<file path="src/pkg/timer_hi_pkg.sv">
// constants of the upper timer half control block
package timer_hi_pkg;
	localparam int DATA_W = 32;
	localparam int ADDR_W = 8;
	localparam int SYNC_W = 2;
	localparam logic [ADDR_W-1:0] OFS_CONTROL = 8'h00;
	localparam logic [ADDR_W-1:0] OFS_COUNTER = 8'h04;
	localparam logic [ADDR_W-1:0] OFS_PERIOD = 8'h08;
	localparam logic [ADDR_W-1:0] OFS_RELOAD = 8'h0c;
	localparam logic [ADDR_W-1:0] OFS_IRQ_STATUS = 8'h10;
	localparam logic [ADDR_W-1:0] OFS_IRQ_MASK = 8'h14;
	localparam int CAP_EDGE_LSB = 12;
	localparam int CLK_SRC_BIT = 24;
	localparam int ENA_MODE_LSB = 22;
	localparam int PULSE_WIDTH_LSB = 20;
	localparam int CLK_PULSE_BIT = 19;
	localparam int IN_INV_BIT = 18;
	localparam int OUT_INV_BIT = 17;
	localparam int STATUS_BIT = 16;
	localparam int IRQ_W = 2;
	localparam int IRQ_MATCH_BIT = 0;
	localparam int IRQ_CAPTURE_BIT = 1;
	localparam logic [DATA_W-1:0] RESET_WORD = 32'h0000_0000;
	localparam logic [IRQ_W-1:0] RESET_IRQ = 2'h0;
	localparam logic [1:0] RESET_SYNC = 2'h0;
	typedef enum logic [1:0] {
		ENA_OFF,
		ENA_ONCE,
		ENA_CONT,
		ENA_RELOAD
	} ena_mode_e;
	typedef enum logic [1:0] {
		CAP_RISE,
		CAP_FALL,
		CAP_BOTH,
		CAP_RSVD
	} cap_edge_e;
endpackage : timer_hi_pkg

</file>
<file path="src/logic/pin_sync.sv">
// two-flop synchroniser for the timer input pins
`timescale 1ns/1ps
module pin_sync (
	input wire logic core_clk,
	input wire logic rst_n,
	input wire logic [timer_hi_pkg::SYNC_W-1:0] async,
	output logic [timer_hi_pkg::SYNC_W-1:0] synced
);
	logic [timer_hi_pkg::SYNC_W-1:0] meta_q;

	// meta_q is read by the second stage only
	always_ff @(posedge core_clk or negedge rst_n) begin
		if (!rst_n) begin
			meta_q <= timer_hi_pkg::RESET_SYNC;
			synced <= timer_hi_pkg::RESET_SYNC;
		end else begin
			meta_q <= async;
			synced <= meta_q;
		end
	end
endmodule : pin_sync

</file>
<file path="src/logic/timer_half_enable_output_ctrl.sv">
// upper timer half: enable modes, output shaping, lower capture edge, apb registers
`timescale 1ns/1ps
module timer_half_enable_output_ctrl (
	input wire logic core_clk,
	input wire logic rst_n,
	input wire logic psel,
	input wire logic penable,
	input wire logic pwrite,
	input wire logic [timer_hi_pkg::ADDR_W-1:0] paddr,
	input wire logic [timer_hi_pkg::DATA_W-1:0] pwdata,
	output logic [timer_hi_pkg::DATA_W-1:0] prdata,
	output logic pready,
	output logic pslverr,
	input wire logic timerInPinHi,
	input wire logic timerInPinLo,
	output logic timerOutPinHi,
	output logic captureEventLo,
	output logic irq
);
	localparam int DW = timer_hi_pkg::DATA_W;

	////////////////////////////////////////////////////////////////////////////
	// register decode

	function automatic logic isMapped(input logic [timer_hi_pkg::ADDR_W-1:0] a);
		isMapped = (a == timer_hi_pkg::OFS_CONTROL) || (a == timer_hi_pkg::OFS_COUNTER) ||
			(a == timer_hi_pkg::OFS_PERIOD) || (a == timer_hi_pkg::OFS_RELOAD) ||
			(a == timer_hi_pkg::OFS_IRQ_STATUS) || (a == timer_hi_pkg::OFS_IRQ_MASK);
	endfunction : isMapped

	logic [DW-1:0] ctrl_q;
	logic [DW-1:0] cnt_q;
	logic [DW-1:0] cnt_d;
	logic [DW-1:0] prd_q;
	logic [DW-1:0] prd_d;
	logic [DW-1:0] rel_q;
	logic [timer_hi_pkg::IRQ_W-1:0] irqSts_q;
	logic [timer_hi_pkg::IRQ_W-1:0] irqMask_q;
	logic sts_q;
	logic [1:0] pulseLeft_q;
	logic inSync2_q;
	logic loPrev_q;
	logic [timer_hi_pkg::SYNC_W-1:0] pinSynced;
	logic wrEn;
	logic wrCtrl;
	logic wrCnt;
	logic wrPrd;
	logic tick;
	logic extIn;
	logic extPrev_q;
	logic matchD;
	logic wrapD;
	logic capHit;
	timer_hi_pkg::ena_mode_e enaMode;
	timer_hi_pkg::cap_edge_e capEdge;
	logic [1:0] pulseWidth;
	logic clkMode;
	logic inInv;
	logic outInv;
	logic clock_source_select;

	assign enaMode = timer_hi_pkg::ena_mode_e'(ctrl_q[timer_hi_pkg::ENA_MODE_LSB +: 2]);
	assign capEdge = timer_hi_pkg::cap_edge_e'(ctrl_q[timer_hi_pkg::CAP_EDGE_LSB +: 2]);
	assign pulseWidth = ctrl_q[timer_hi_pkg::PULSE_WIDTH_LSB +: 2];
	assign clkMode = ctrl_q[timer_hi_pkg::CLK_PULSE_BIT];
	assign inInv = ctrl_q[timer_hi_pkg::IN_INV_BIT];
	assign outInv = ctrl_q[timer_hi_pkg::OUT_INV_BIT];
	assign clock_source_select = ctrl_q[timer_hi_pkg::CLK_SRC_BIT];

	// apb write lands only at the edge where pready is sampled high
	assign wrEn = psel && penable && pready && pwrite;
	assign wrCtrl = wrEn && (paddr == timer_hi_pkg::OFS_CONTROL);
	assign wrCnt = wrEn && (paddr == timer_hi_pkg::OFS_COUNTER);
	assign wrPrd = wrEn && (paddr == timer_hi_pkg::OFS_PERIOD);

	////////////////////////////////////////////////////////////////////////////
	// apb slave: one wait-free access phase, answer registered in setup

	always_ff @(posedge core_clk or negedge rst_n) begin
		if (!rst_n) begin
			pready <= 1'b0;
			pslverr <= 1'b0;
			prdata <= timer_hi_pkg::RESET_WORD;
		end else begin
			pready <= psel && !penable;
			pslverr <= psel && !penable && !isMapped(paddr);
			if (psel && !penable && !pwrite) begin
				unique case (paddr)
					timer_hi_pkg::OFS_CONTROL: prdata <= ctrl_q |
						(DW'(sts_q) << timer_hi_pkg::STATUS_BIT);
					timer_hi_pkg::OFS_COUNTER: prdata <= cnt_q;
					timer_hi_pkg::OFS_PERIOD: prdata <= prd_q;
					timer_hi_pkg::OFS_RELOAD: prdata <= rel_q;
					timer_hi_pkg::OFS_IRQ_STATUS: prdata <= DW'(irqSts_q);
					timer_hi_pkg::OFS_IRQ_MASK: prdata <= DW'(irqMask_q);
					default: prdata <= timer_hi_pkg::RESET_WORD;
				endcase
			end
		end
	end

	// only the documented fields are stored; the rest read as zero, except bit 16, which reads the output status
	always_ff @(posedge core_clk or negedge rst_n) begin
		if (!rst_n) begin
			ctrl_q <= timer_hi_pkg::RESET_WORD;
		end else if (wrCtrl) begin
			ctrl_q <= '0;
			ctrl_q[timer_hi_pkg::CAP_EDGE_LSB +: 2] <= pwdata[timer_hi_pkg::CAP_EDGE_LSB +: 2];
			ctrl_q[timer_hi_pkg::ENA_MODE_LSB +: 2] <= pwdata[timer_hi_pkg::ENA_MODE_LSB +: 2];
			ctrl_q[timer_hi_pkg::PULSE_WIDTH_LSB +: 2] <=
				pwdata[timer_hi_pkg::PULSE_WIDTH_LSB +: 2];
			ctrl_q[timer_hi_pkg::CLK_SRC_BIT] <= pwdata[timer_hi_pkg::CLK_SRC_BIT];
			ctrl_q[timer_hi_pkg::CLK_PULSE_BIT] <= pwdata[timer_hi_pkg::CLK_PULSE_BIT];
			ctrl_q[timer_hi_pkg::IN_INV_BIT] <= pwdata[timer_hi_pkg::IN_INV_BIT];
			ctrl_q[timer_hi_pkg::OUT_INV_BIT] <= pwdata[timer_hi_pkg::OUT_INV_BIT];
		end
	end

	always_ff @(posedge core_clk or negedge rst_n) begin
		if (!rst_n) begin
			rel_q <= timer_hi_pkg::RESET_WORD;
			irqMask_q <= timer_hi_pkg::RESET_IRQ;
		end else if (wrEn) begin
			if (paddr == timer_hi_pkg::OFS_RELOAD) begin
				rel_q <= pwdata;
			end
			if (paddr == timer_hi_pkg::OFS_IRQ_MASK) begin
				irqMask_q <= pwdata[timer_hi_pkg::IRQ_W-1:0];
			end
		end
	end

	////////////////////////////////////////////////////////////////////////////
	// timer clock: internal every cycle, or rising edge of the (inverted) pin

	pin_sync uSync (
		.core_clk(core_clk),
		.rst_n(rst_n),
		.async({timerInPinLo, timerInPinHi}),
		.synced(pinSynced)
	);

	assign extIn = pinSynced[0] ^ inInv;
	assign tick = clock_source_select ? (extIn && !extPrev_q) : 1'b1;

	always_ff @(posedge core_clk or negedge rst_n) begin
		if (!rst_n) begin
			extPrev_q <= 1'b0;
			inSync2_q <= 1'b0;
			loPrev_q <= 1'b0;
		end else begin
			extPrev_q <= extIn;
			inSync2_q <= pinSynced[0];
			loPrev_q <= pinSynced[1];
		end
	end

	////////////////////////////////////////////////////////////////////////////
	// counter and period

	always_comb begin
		cnt_d = cnt_q;
		prd_d = prd_q;
		matchD = 1'b0;
		wrapD = 1'b0;
		if (tick) begin
			unique case (enaMode)
				timer_hi_pkg::ENA_OFF: cnt_d = cnt_q;
				timer_hi_pkg::ENA_ONCE: begin
					// parked at the period until software rewrites something
					if (cnt_q != prd_q) begin
						cnt_d = cnt_q + 32'h0000_0001;
						matchD = (cnt_d == prd_q);
					end
				end
				timer_hi_pkg::ENA_CONT, timer_hi_pkg::ENA_RELOAD: begin
					if (cnt_q == prd_q) begin
						cnt_d = '0;
						wrapD = 1'b1;
						if (enaMode == timer_hi_pkg::ENA_RELOAD) begin
							prd_d = rel_q;
						end
					end else begin
						cnt_d = cnt_q + 32'h0000_0001;
						matchD = (cnt_d == prd_q);
					end
				end
			endcase
		end
		if (wrCnt) begin
			cnt_d = pwdata;
			matchD = 1'b0;
			wrapD = 1'b0;
		end
		if (wrPrd) begin
			prd_d = pwdata;
		end
	end

	always_ff @(posedge core_clk or negedge rst_n) begin
		if (!rst_n) begin
			cnt_q <= timer_hi_pkg::RESET_WORD;
			prd_q <= timer_hi_pkg::RESET_WORD;
		end else begin
			cnt_q <= cnt_d;
			prd_q <= prd_d;
		end
	end

	////////////////////////////////////////////////////////////////////////////
	// output status: pulse or 50% clock

	always_ff @(posedge core_clk or negedge rst_n) begin
		if (!rst_n) begin
			sts_q <= 1'b0;
			pulseLeft_q <= 2'h0;
		end else if (clkMode) begin
			pulseLeft_q <= 2'h0;
			if (wrapD) begin
				sts_q <= !sts_q;
			end
		end else if (matchD) begin
			// rising at the match, width reloads on every match
			sts_q <= 1'b1;
			pulseLeft_q <= pulseWidth;
		end else if (sts_q && tick) begin
			if (pulseLeft_q == 2'h0) begin
				sts_q <= 1'b0;
			end else begin
				pulseLeft_q <= pulseLeft_q - 2'h1;
			end
		end
	end

	always_ff @(posedge core_clk or negedge rst_n) begin
		if (!rst_n) begin
			timerOutPinHi <= 1'b0;
		end else begin
			timerOutPinHi <= sts_q ^ outInv;
		end
	end

	////////////////////////////////////////////////////////////////////////////
	// lower half capture edge

	always_comb begin
		unique case (capEdge)
			timer_hi_pkg::CAP_RISE: capHit = pinSynced[1] && !loPrev_q;
			timer_hi_pkg::CAP_FALL: capHit = !pinSynced[1] && loPrev_q;
			timer_hi_pkg::CAP_BOTH: capHit = pinSynced[1] != loPrev_q;
			// reserved code: no event rather than a guess
			timer_hi_pkg::CAP_RSVD: capHit = 1'b0;
		endcase
	end

	always_ff @(posedge core_clk or negedge rst_n) begin
		if (!rst_n) begin
			captureEventLo <= 1'b0;
		end else begin
			captureEventLo <= capHit;
		end
	end

	////////////////////////////////////////////////////////////////////////////
	// interrupts: sticky, write one to clear, set beats clear

	logic [timer_hi_pkg::IRQ_W-1:0] irqSet;
	logic [timer_hi_pkg::IRQ_W-1:0] irqClr;

	assign irqSet = {capHit, matchD};
	assign irqClr = (wrEn && paddr == timer_hi_pkg::OFS_IRQ_STATUS) ?
		pwdata[timer_hi_pkg::IRQ_W-1:0] : '0;

	always_ff @(posedge core_clk or negedge rst_n) begin
		if (!rst_n) begin
			irqSts_q <= timer_hi_pkg::RESET_IRQ;
			irq <= 1'b0;
		end else begin
			irqSts_q <= (irqSts_q & ~irqClr) | irqSet;
			irq <= |(irqSts_q & irqMask_q);
		end
	end
endmodule : timer_half_enable_output_ctrl

</file>
<file path="config.mk">
export PLATFORM = sky130hd
export DESIGN_NAME = timer_half_enable_output_ctrl
export DESIGN_NICKNAME = d
export VERILOG_FILES = /design/src/pkg/timer_hi_pkg.sv /design/src/logic/pin_sync.sv /design/src/logic/timer_half_enable_output_ctrl.sv
export SDC_FILE = /design/constraint.sdc
export NUM_CORES = 1
export LEC_CHECK = 0
export BUFFER_PORTS_ARGS = -buffer_cell sky130_fd_sc_hd__buf_2
export CAP_MARGIN = 20
export CORE_UTILIZATION = 36
export CTS_CLUSTER_DIAMETER = 150
export DETAILED_ROUTE_END_ITERATION = 8
export SETUP_SLACK_MARGIN = 0.02
export SLEW_MARGIN = 25
export SYNTH_ARGS = -nofsm -noshare
export SYNTH_HDL_FRONTEND = slang
export SYNTH_SLANG_ARGS = --single-unit
</file>
<file path="constraint.sdc">
create_clock -name core_clk -period 2.85 [get_ports core_clk]
set_input_delay 0.1425 -clock core_clk [delete_from_list [all_inputs] [get_ports core_clk]]
set_output_delay 0.1425 -clock core_clk [all_outputs]
set_load 0.01 [all_outputs]
</file>
[Yosys cells after proc, flatten, opt, wreduce, memory -nomap -nowiden]
Index checks and enable logic that the tools add are counted.
Cells by class
  add/sub/neg operators: 2
  equality and inequality tests: 19
  multiplexer cells: 32
  bitwise logic cells: 7
  reductions and logical operators: 45
Operators with widths (count)
  $mux W32: 9
  $pmux W32 S6: 1
  $eq A32 B32 Y1: 2
  $pmux W32 S2: 1
  $add A32 B1 Y32 const B: 1
  $ne A32 B32 Y1: 1
  $or A25 B17 Y25: 1
  $eq A8 B4 Y1 const B: 2
  $eq A8 B5 Y1 const B: 2
  $logic_and A1 B1 Y1: 14
  $mux W1: 14
  $mux W2: 5
  $reduce_bool A2 Y1: 5
  $eq A2 B2 Y1 const B: 4
  $eq A8 B3 Y1 const B: 1
  $logic_not A8 Y1: 1
  $logic_not A1 Y1: 7
  $logic_not A2 Y1: 3
  $ne A3 B3 Y1 const B: 2
  $reduce_and A2 Y1: 3
  $reduce_and A3 Y1: 2
  $reduce_bool A3 Y1: 2
  $logic_or A1 B1 Y1: 5
  $and A2 B2 Y2: 2
  other kinds (12): 15
Storage, ports and cells
  bits in registers: 156
  input port bits: 47
  word-level logic and storage cells: 123

[Longest topological paths before layout]
  word-level depth: 8
  gate-level depth with buffers: 11

[Cells and area by module]
From an unflattened synthesis, not the netlist that was laid out.
Second synthesis, totals
  cells, all modules: 916
  area, all modules: 8992.4 um^2
Modules (own cells, without submodules)
  timer_half_enable_output_ctrl: times used 1, cells an instance 912, area each 8892.3 um^2, seq. area each 3803.6 um^2
  pin_sync: times used 1, cells an instance 4, area each 100.1 um^2, seq. area each 100.1 um^2

[Worst setup path before layout]
OpenSTA, ideal clock, no wires.
  kind: register to register
  start: register cnt_q[1]
  end: register pulseLeft_q[0]
  library setup time: 0.094 ns
  arrival time: 2.572 ns
  data required time: 2.756 ns
  slack: 0.184 ns
  stages on the path, launching flop included: 10
  path buffers: 0
  period minus slack after synthesis: 2.666 ns
  cells stage by stage: dfrtp_1 > ha_1 > nand3_1 > nor4_1 > xnor2_1 > nand4b_1 > or4_1 > nor4_4 > nand2_2 > a211oi_1
Between the ends
  word-level cells in the longest chain between the ends: 8
  elaborated cells between the ends (all ways): 14
Ends and longest elaborated chain
  start, declared: line timer_half_enable_output_ctrl.sv:32  | logic [DW-1:0] cnt_q;
  start signal, assigned: line timer_half_enable_output_ctrl.sv:202  | cnt_q <= timer_hi_pkg::RESET_WORD;
  start signal, assigned: line timer_half_enable_output_ctrl.sv:205  | cnt_q <= cnt_d;
  $add A32 B1 Y32: line timer_half_enable_output_ctrl.sv:172, timer_half_enable_output_ctrl.sv:184
  $eq A32 B32 Y1: line timer_half_enable_output_ctrl.sv:173, timer_half_enable_output_ctrl.sv:185
  $mux W1 (on tied branches): line timer_half_enable_output_ctrl.sv:177, timer_half_enable_output_ctrl.sv:171
  $pmux W1 S2 *: line timer_half_enable_output_ctrl.sv:167  | unique case (enaMode)
  $mux W1 *: line timer_half_enable_output_ctrl.sv:166  | if (tick) begin
  $mux W1 *: line timer_half_enable_output_ctrl.sv:190  | if (wrCnt) begin
  $ne A3 B3 Y1 (no line) (tied with other cells)
  $reduce_and A2 Y1 (no line) / $mux W2 (equally long branches)
  end signal, assigned: line timer_half_enable_output_ctrl.sv:225  | pulseLeft_q <= pulseWidth;
  end signal, assigned: line timer_half_enable_output_ctrl.sv:230  | pulseLeft_q <= pulseLeft_q - 2'h1;
  end, declared: line timer_half_enable_output_ctrl.sv:40  | logic [1:0] pulseLeft_q;
Mark *: on every way between the ends. The rest lies on a longest branch, timed or not.
A chain may end at the register's enable or synchronous reset.

[Worst setup path after layout]
  start: register cnt_q[19]
  end: register cnt_q[26]
Between the ends
  word-level cells in the longest chain between the ends: 5
  elaborated cells between the ends (all ways): 10
Ends and longest elaborated chain (line)
  $add A32 B1 Y32 / $eq A32 B32 Y1 (equally long branches): timer_half_enable_output_ctrl.sv:172, timer_half_enable_output_ctrl.sv:184, timer_half_enable_output_ctrl.sv:177
  $mux W32 (on tied branches): timer_half_enable_output_ctrl.sv:177, timer_half_enable_output_ctrl.sv:171
  $pmux W32 S2: timer_half_enable_output_ctrl.sv:167
  $mux W32: timer_half_enable_output_ctrl.sv:166
  $mux W32: timer_half_enable_output_ctrl.sv:190
Parallel ways exist; a longest one is shown, timed or not. The select of a mux whose other input is x is not followed.

==> results.md <==
- Status: complete, no violations
- CTS Buffer Depth: 2
- Row Count: 57
- Num CTS Buffers: 17
- Count of final max-slew check failures: 0
- DR vias: 7702
- Overall power: 0.00529 W
- Largest net degree at the start of global routing: 79
- Logic pwr share: 0.113
- Count of cell types in the netlist: 69
- Sinks on Clock Net: 156
- RSZ-0062 raised after global routing: true
- Antenna Cells: 0
- PD cells: 473 mW/mm^2
- I/O pins: 84
- R2R depth: 9
- H-tree levels: 4
- Register area share after synthesis: 0.429
- GR Overflow Total: 0
- DP HPWL: 20.6 mm
- WL final: 27.5 mm
- Setup TNS: 0 ns
- Crit Path Class: reg -> reg
- CTS root buf: clkbuf_16
- Worst Path Arrival: 3.02 ns
- Layout Nets: 1123
- Initial drt markers: 629
- Max Cap Viol: 0
- Area post-placement: 0.0102 mm^2
- Worst hold path class: in -> reg
- Finish-stage setup viols: 0
- Gate Count Post-Synth: 937
- Final core occ: 0.456
- Worst setup EP type: flop
- Crit share post-route: 0.953
- Post-synth top flop: dfrtp_1
- Seq pwr share: 0.431
- Worst hold stages: 2
- Critical path peak fanout: 11
- Core Area: 0.0245 mm^2
- Sw frac: 0.262
- Initial Utilization: 0.371
- Die Y: 161 um
- Worst-path clk slew: 0.07 ns
- #FFs+latches synth: 156
- I/O Buffers: 83
- Worst setup SP type: flop
- Final Skew: 0.00960 ns
- Worst-Skew Late Latency: 0.43 ns
- Wire per inst: 19.5 um
- Postcts setup bufs: 0
- GR Util All Layers: 0.220
- Register area: 0.00391 mm^2
- Slew headroom: 0.449
- Static leakage: 5.05 nW
- Async set or reset register ratio after synthesis: 1.00
- Post-synth EDFFs: 0
- Vias in the first global route: 7649
- Ys Warns: 0
- Final min period: 2.72 ns
- Synthesis-to-finish area growth: 22.9%
- Sw power: 0.00138 W
- Residual DRC: 0
- Area of the multi-input gates: 0.00486 mm^2
- Final Hold Viols: 0
- Die outline area: 0.0259 mm^2
- CTS tree: yes
- CP Data Required Time: 3.15 ns
- Layout cells sized above 1: 0.256
- First-pass GRT wire length: 44.3 mm
- Maximum VDD drop: 0.000259 V
- Worst R2R Setup Slack: 0.13 ns
- Cell Area, Synth: 0.00911 mm^2
- Worst Max-Slew Pin Slew: 0.819 ns
- Fillers: 2389
- Synthesized area per cell: 9.72 um^2
- Initial antenna violation count: 0
- Internal Pwr Total: 0.00391 W
- F_max: 368 MHz
- Design area: 0.0112 mm^2
- 1st-pass router iterations: 5
- WHS: 0.0134 ns
- Syn_nets: 988
- Post-route antenna net violation count: 0
- RD Place Congestion: 0.954
- Clk pwr share: 0.456
- Post-DR vias/cell: 5.47
- Chip Width: 161 um
-- logic make-up after synthesis --
logic type | Yosys count | synth area share
and+or+nand+nor | 303 | 0.171
buffers and inverters | 87 | 0.0441
DFF | 156 | 0.429
muxes | 118 | 0.152
adders and majority gates | 4 | 0.00550
xor gates and xnor gates | 49 | 0.0471
AOI/OAI and AO/OA | 220 | 0.151
-- final timing paths --
check                           startpoint               to
max                              cnt_q[19]        cnt_q[26]
min                             pwdata[12]       ctrl_q[12]
max reg2reg                      cnt_q[19]        cnt_q[26]
min reg2reg                uSync.meta_q[1]  uSync.synced[1]
max in group asynchronous            rst_n     irqMask_q[0]
min in group asynchronous            rst_n        prdata[4]
-- flip-flops by register name (all words and copies together), names as in the netlist, 2 cells and up --
name,count
cnt_q,32
ctrl_q,10
irqMask_q,2
irqSts_q,2
prd_q,32
prdata,32
pulseLeft_q,2
rel_q,32
uSync.meta_q,2
uSync.synced,2
-- worst max-delay path, cell delays in order, from the launching register on --
cell	delay, ns
dfrtp_1	0.43
xor2_1	0.24
nor4_1	0.53
nand4b_1	0.26
o22ai_1	0.28
nand2b_1	0.26
buf_4	0.24
nor2_1	0.06
o22ai_1	0.19
a21oi_1	0.09
-- metrics by stage --
stage,std cells,setup slack [ns]
final,1408,0.133
after global routing,1408,0.00656
after CTS,1408,0.0816
after detailed placement,1345,0.0843
after global placement,1345,0.0807
after floorplan,937,0.184
-- placed cells by master (no fill, tap or decap), drive strengths merged, types with 4 or more instances in the layout --
cell type,netlist,routed
inv,16,20
nor3,13,13
nand4,16,16
a22o,4,4
ha,4,4
nand3,27,27
clkinv,0,4
mux4,11,11
a211oi,4,4
mux2,51,51
nand2b,5,5
nor2,79,79
nor3b,7,7
and3,6,6
nor4,13,13
mux2i,56,56
and4,9,9
xnor2,14,14
o311ai,5,5
buf,30,155
nand3b,5,5
dlygate4sd3,0,32
or3,6,6
o31a,4,4
xor2,35,35
o22ai,6,6
a31oi,14,14
o21ai,75,75
dfrtp,156,156
a21oi,51,51
o31ai,25,25
o21a,7,7
clkbuf,41,19
nor2b,5,5
or4,4,4
nand2,94,94
-- power by group through the flow --
stage	Clock (W)	Combinational [W]	Sequential, W
floorplan	0	0.000315	0.00231
global placement	0	0.000558	0.00232
detailed placement	0	0.000557	0.00232
CTS	0.00245	0.000595	0.00228
global route	0.00254	0.000652	0.00228
finish	0.00241	0.000599	0.00228
-- synth_stat cells, drive strengths merged, types with 5 or more instances --
| cell type | instances | area, um^2 |
|---|---|---|
| a21oi | 51 | 255 |
| a31oi | 14 | 87.6 |
| and3 | 6 | 37.5 |
| and4 | 9 | 78.8 |
| buf | 30 | 188 |
| clkbuf | 41 | 154 |
| dfrtp | 156 | 3900 |
| inv | 16 | 60.1 |
| mux2 | 51 | 574 |
| mux2i | 56 | 561 |
| mux4 | 11 | 248 |
| nand2 | 94 | 358 |
| nand2b | 5 | 31.3 |
| nand3 | 27 | 158 |
| nand3b | 5 | 37.5 |
| nand4 | 16 | 106 |
| nor2 | 79 | 297 |
| nor2b | 5 | 31.3 |
| nor3 | 13 | 70.1 |
| nor3b | 7 | 52.6 |
| nor4 | 13 | 111 |
| o21a | 7 | 52.6 |
| o21ai | 75 | 375 |
| o22ai | 6 | 37.5 |
| o311ai | 5 | 43.8 |
| o31ai | 25 | 188 |
| or3 | 6 | 37.5 |
| xnor2 | 14 | 123 |
| xor2 | 35 | 307 |
-- routing by layer --
layer | track usage | part of all wire
met5 | 0 | 0
met4 | 0.0635 | 0.016
met3 | 0.0262 | 0.034
met2 | 0.356 | 0.47
met1 | 0.309 | 0.48
-- repair_timing --
action,in CTS,in global routing
endpoints found under the hold margin,126,0
hold buffers,32,0
gates resized for setup,0,16
endpoints found under the setup margin,0,6
-- final cells by class --
cell class | count | share of cell area
clock buffers | 19 | 0.0396
clock inverters | 12 | 0.0145
inverters | 16 | 0.00537
multi-input cells | 694 | 0.434
flip-flops and latches | 156 | 0.349
well taps | 324 | 0.0362
repair buffers | 187 | 0.121
No activity file was read; power rests on OpenSTA's default activity.
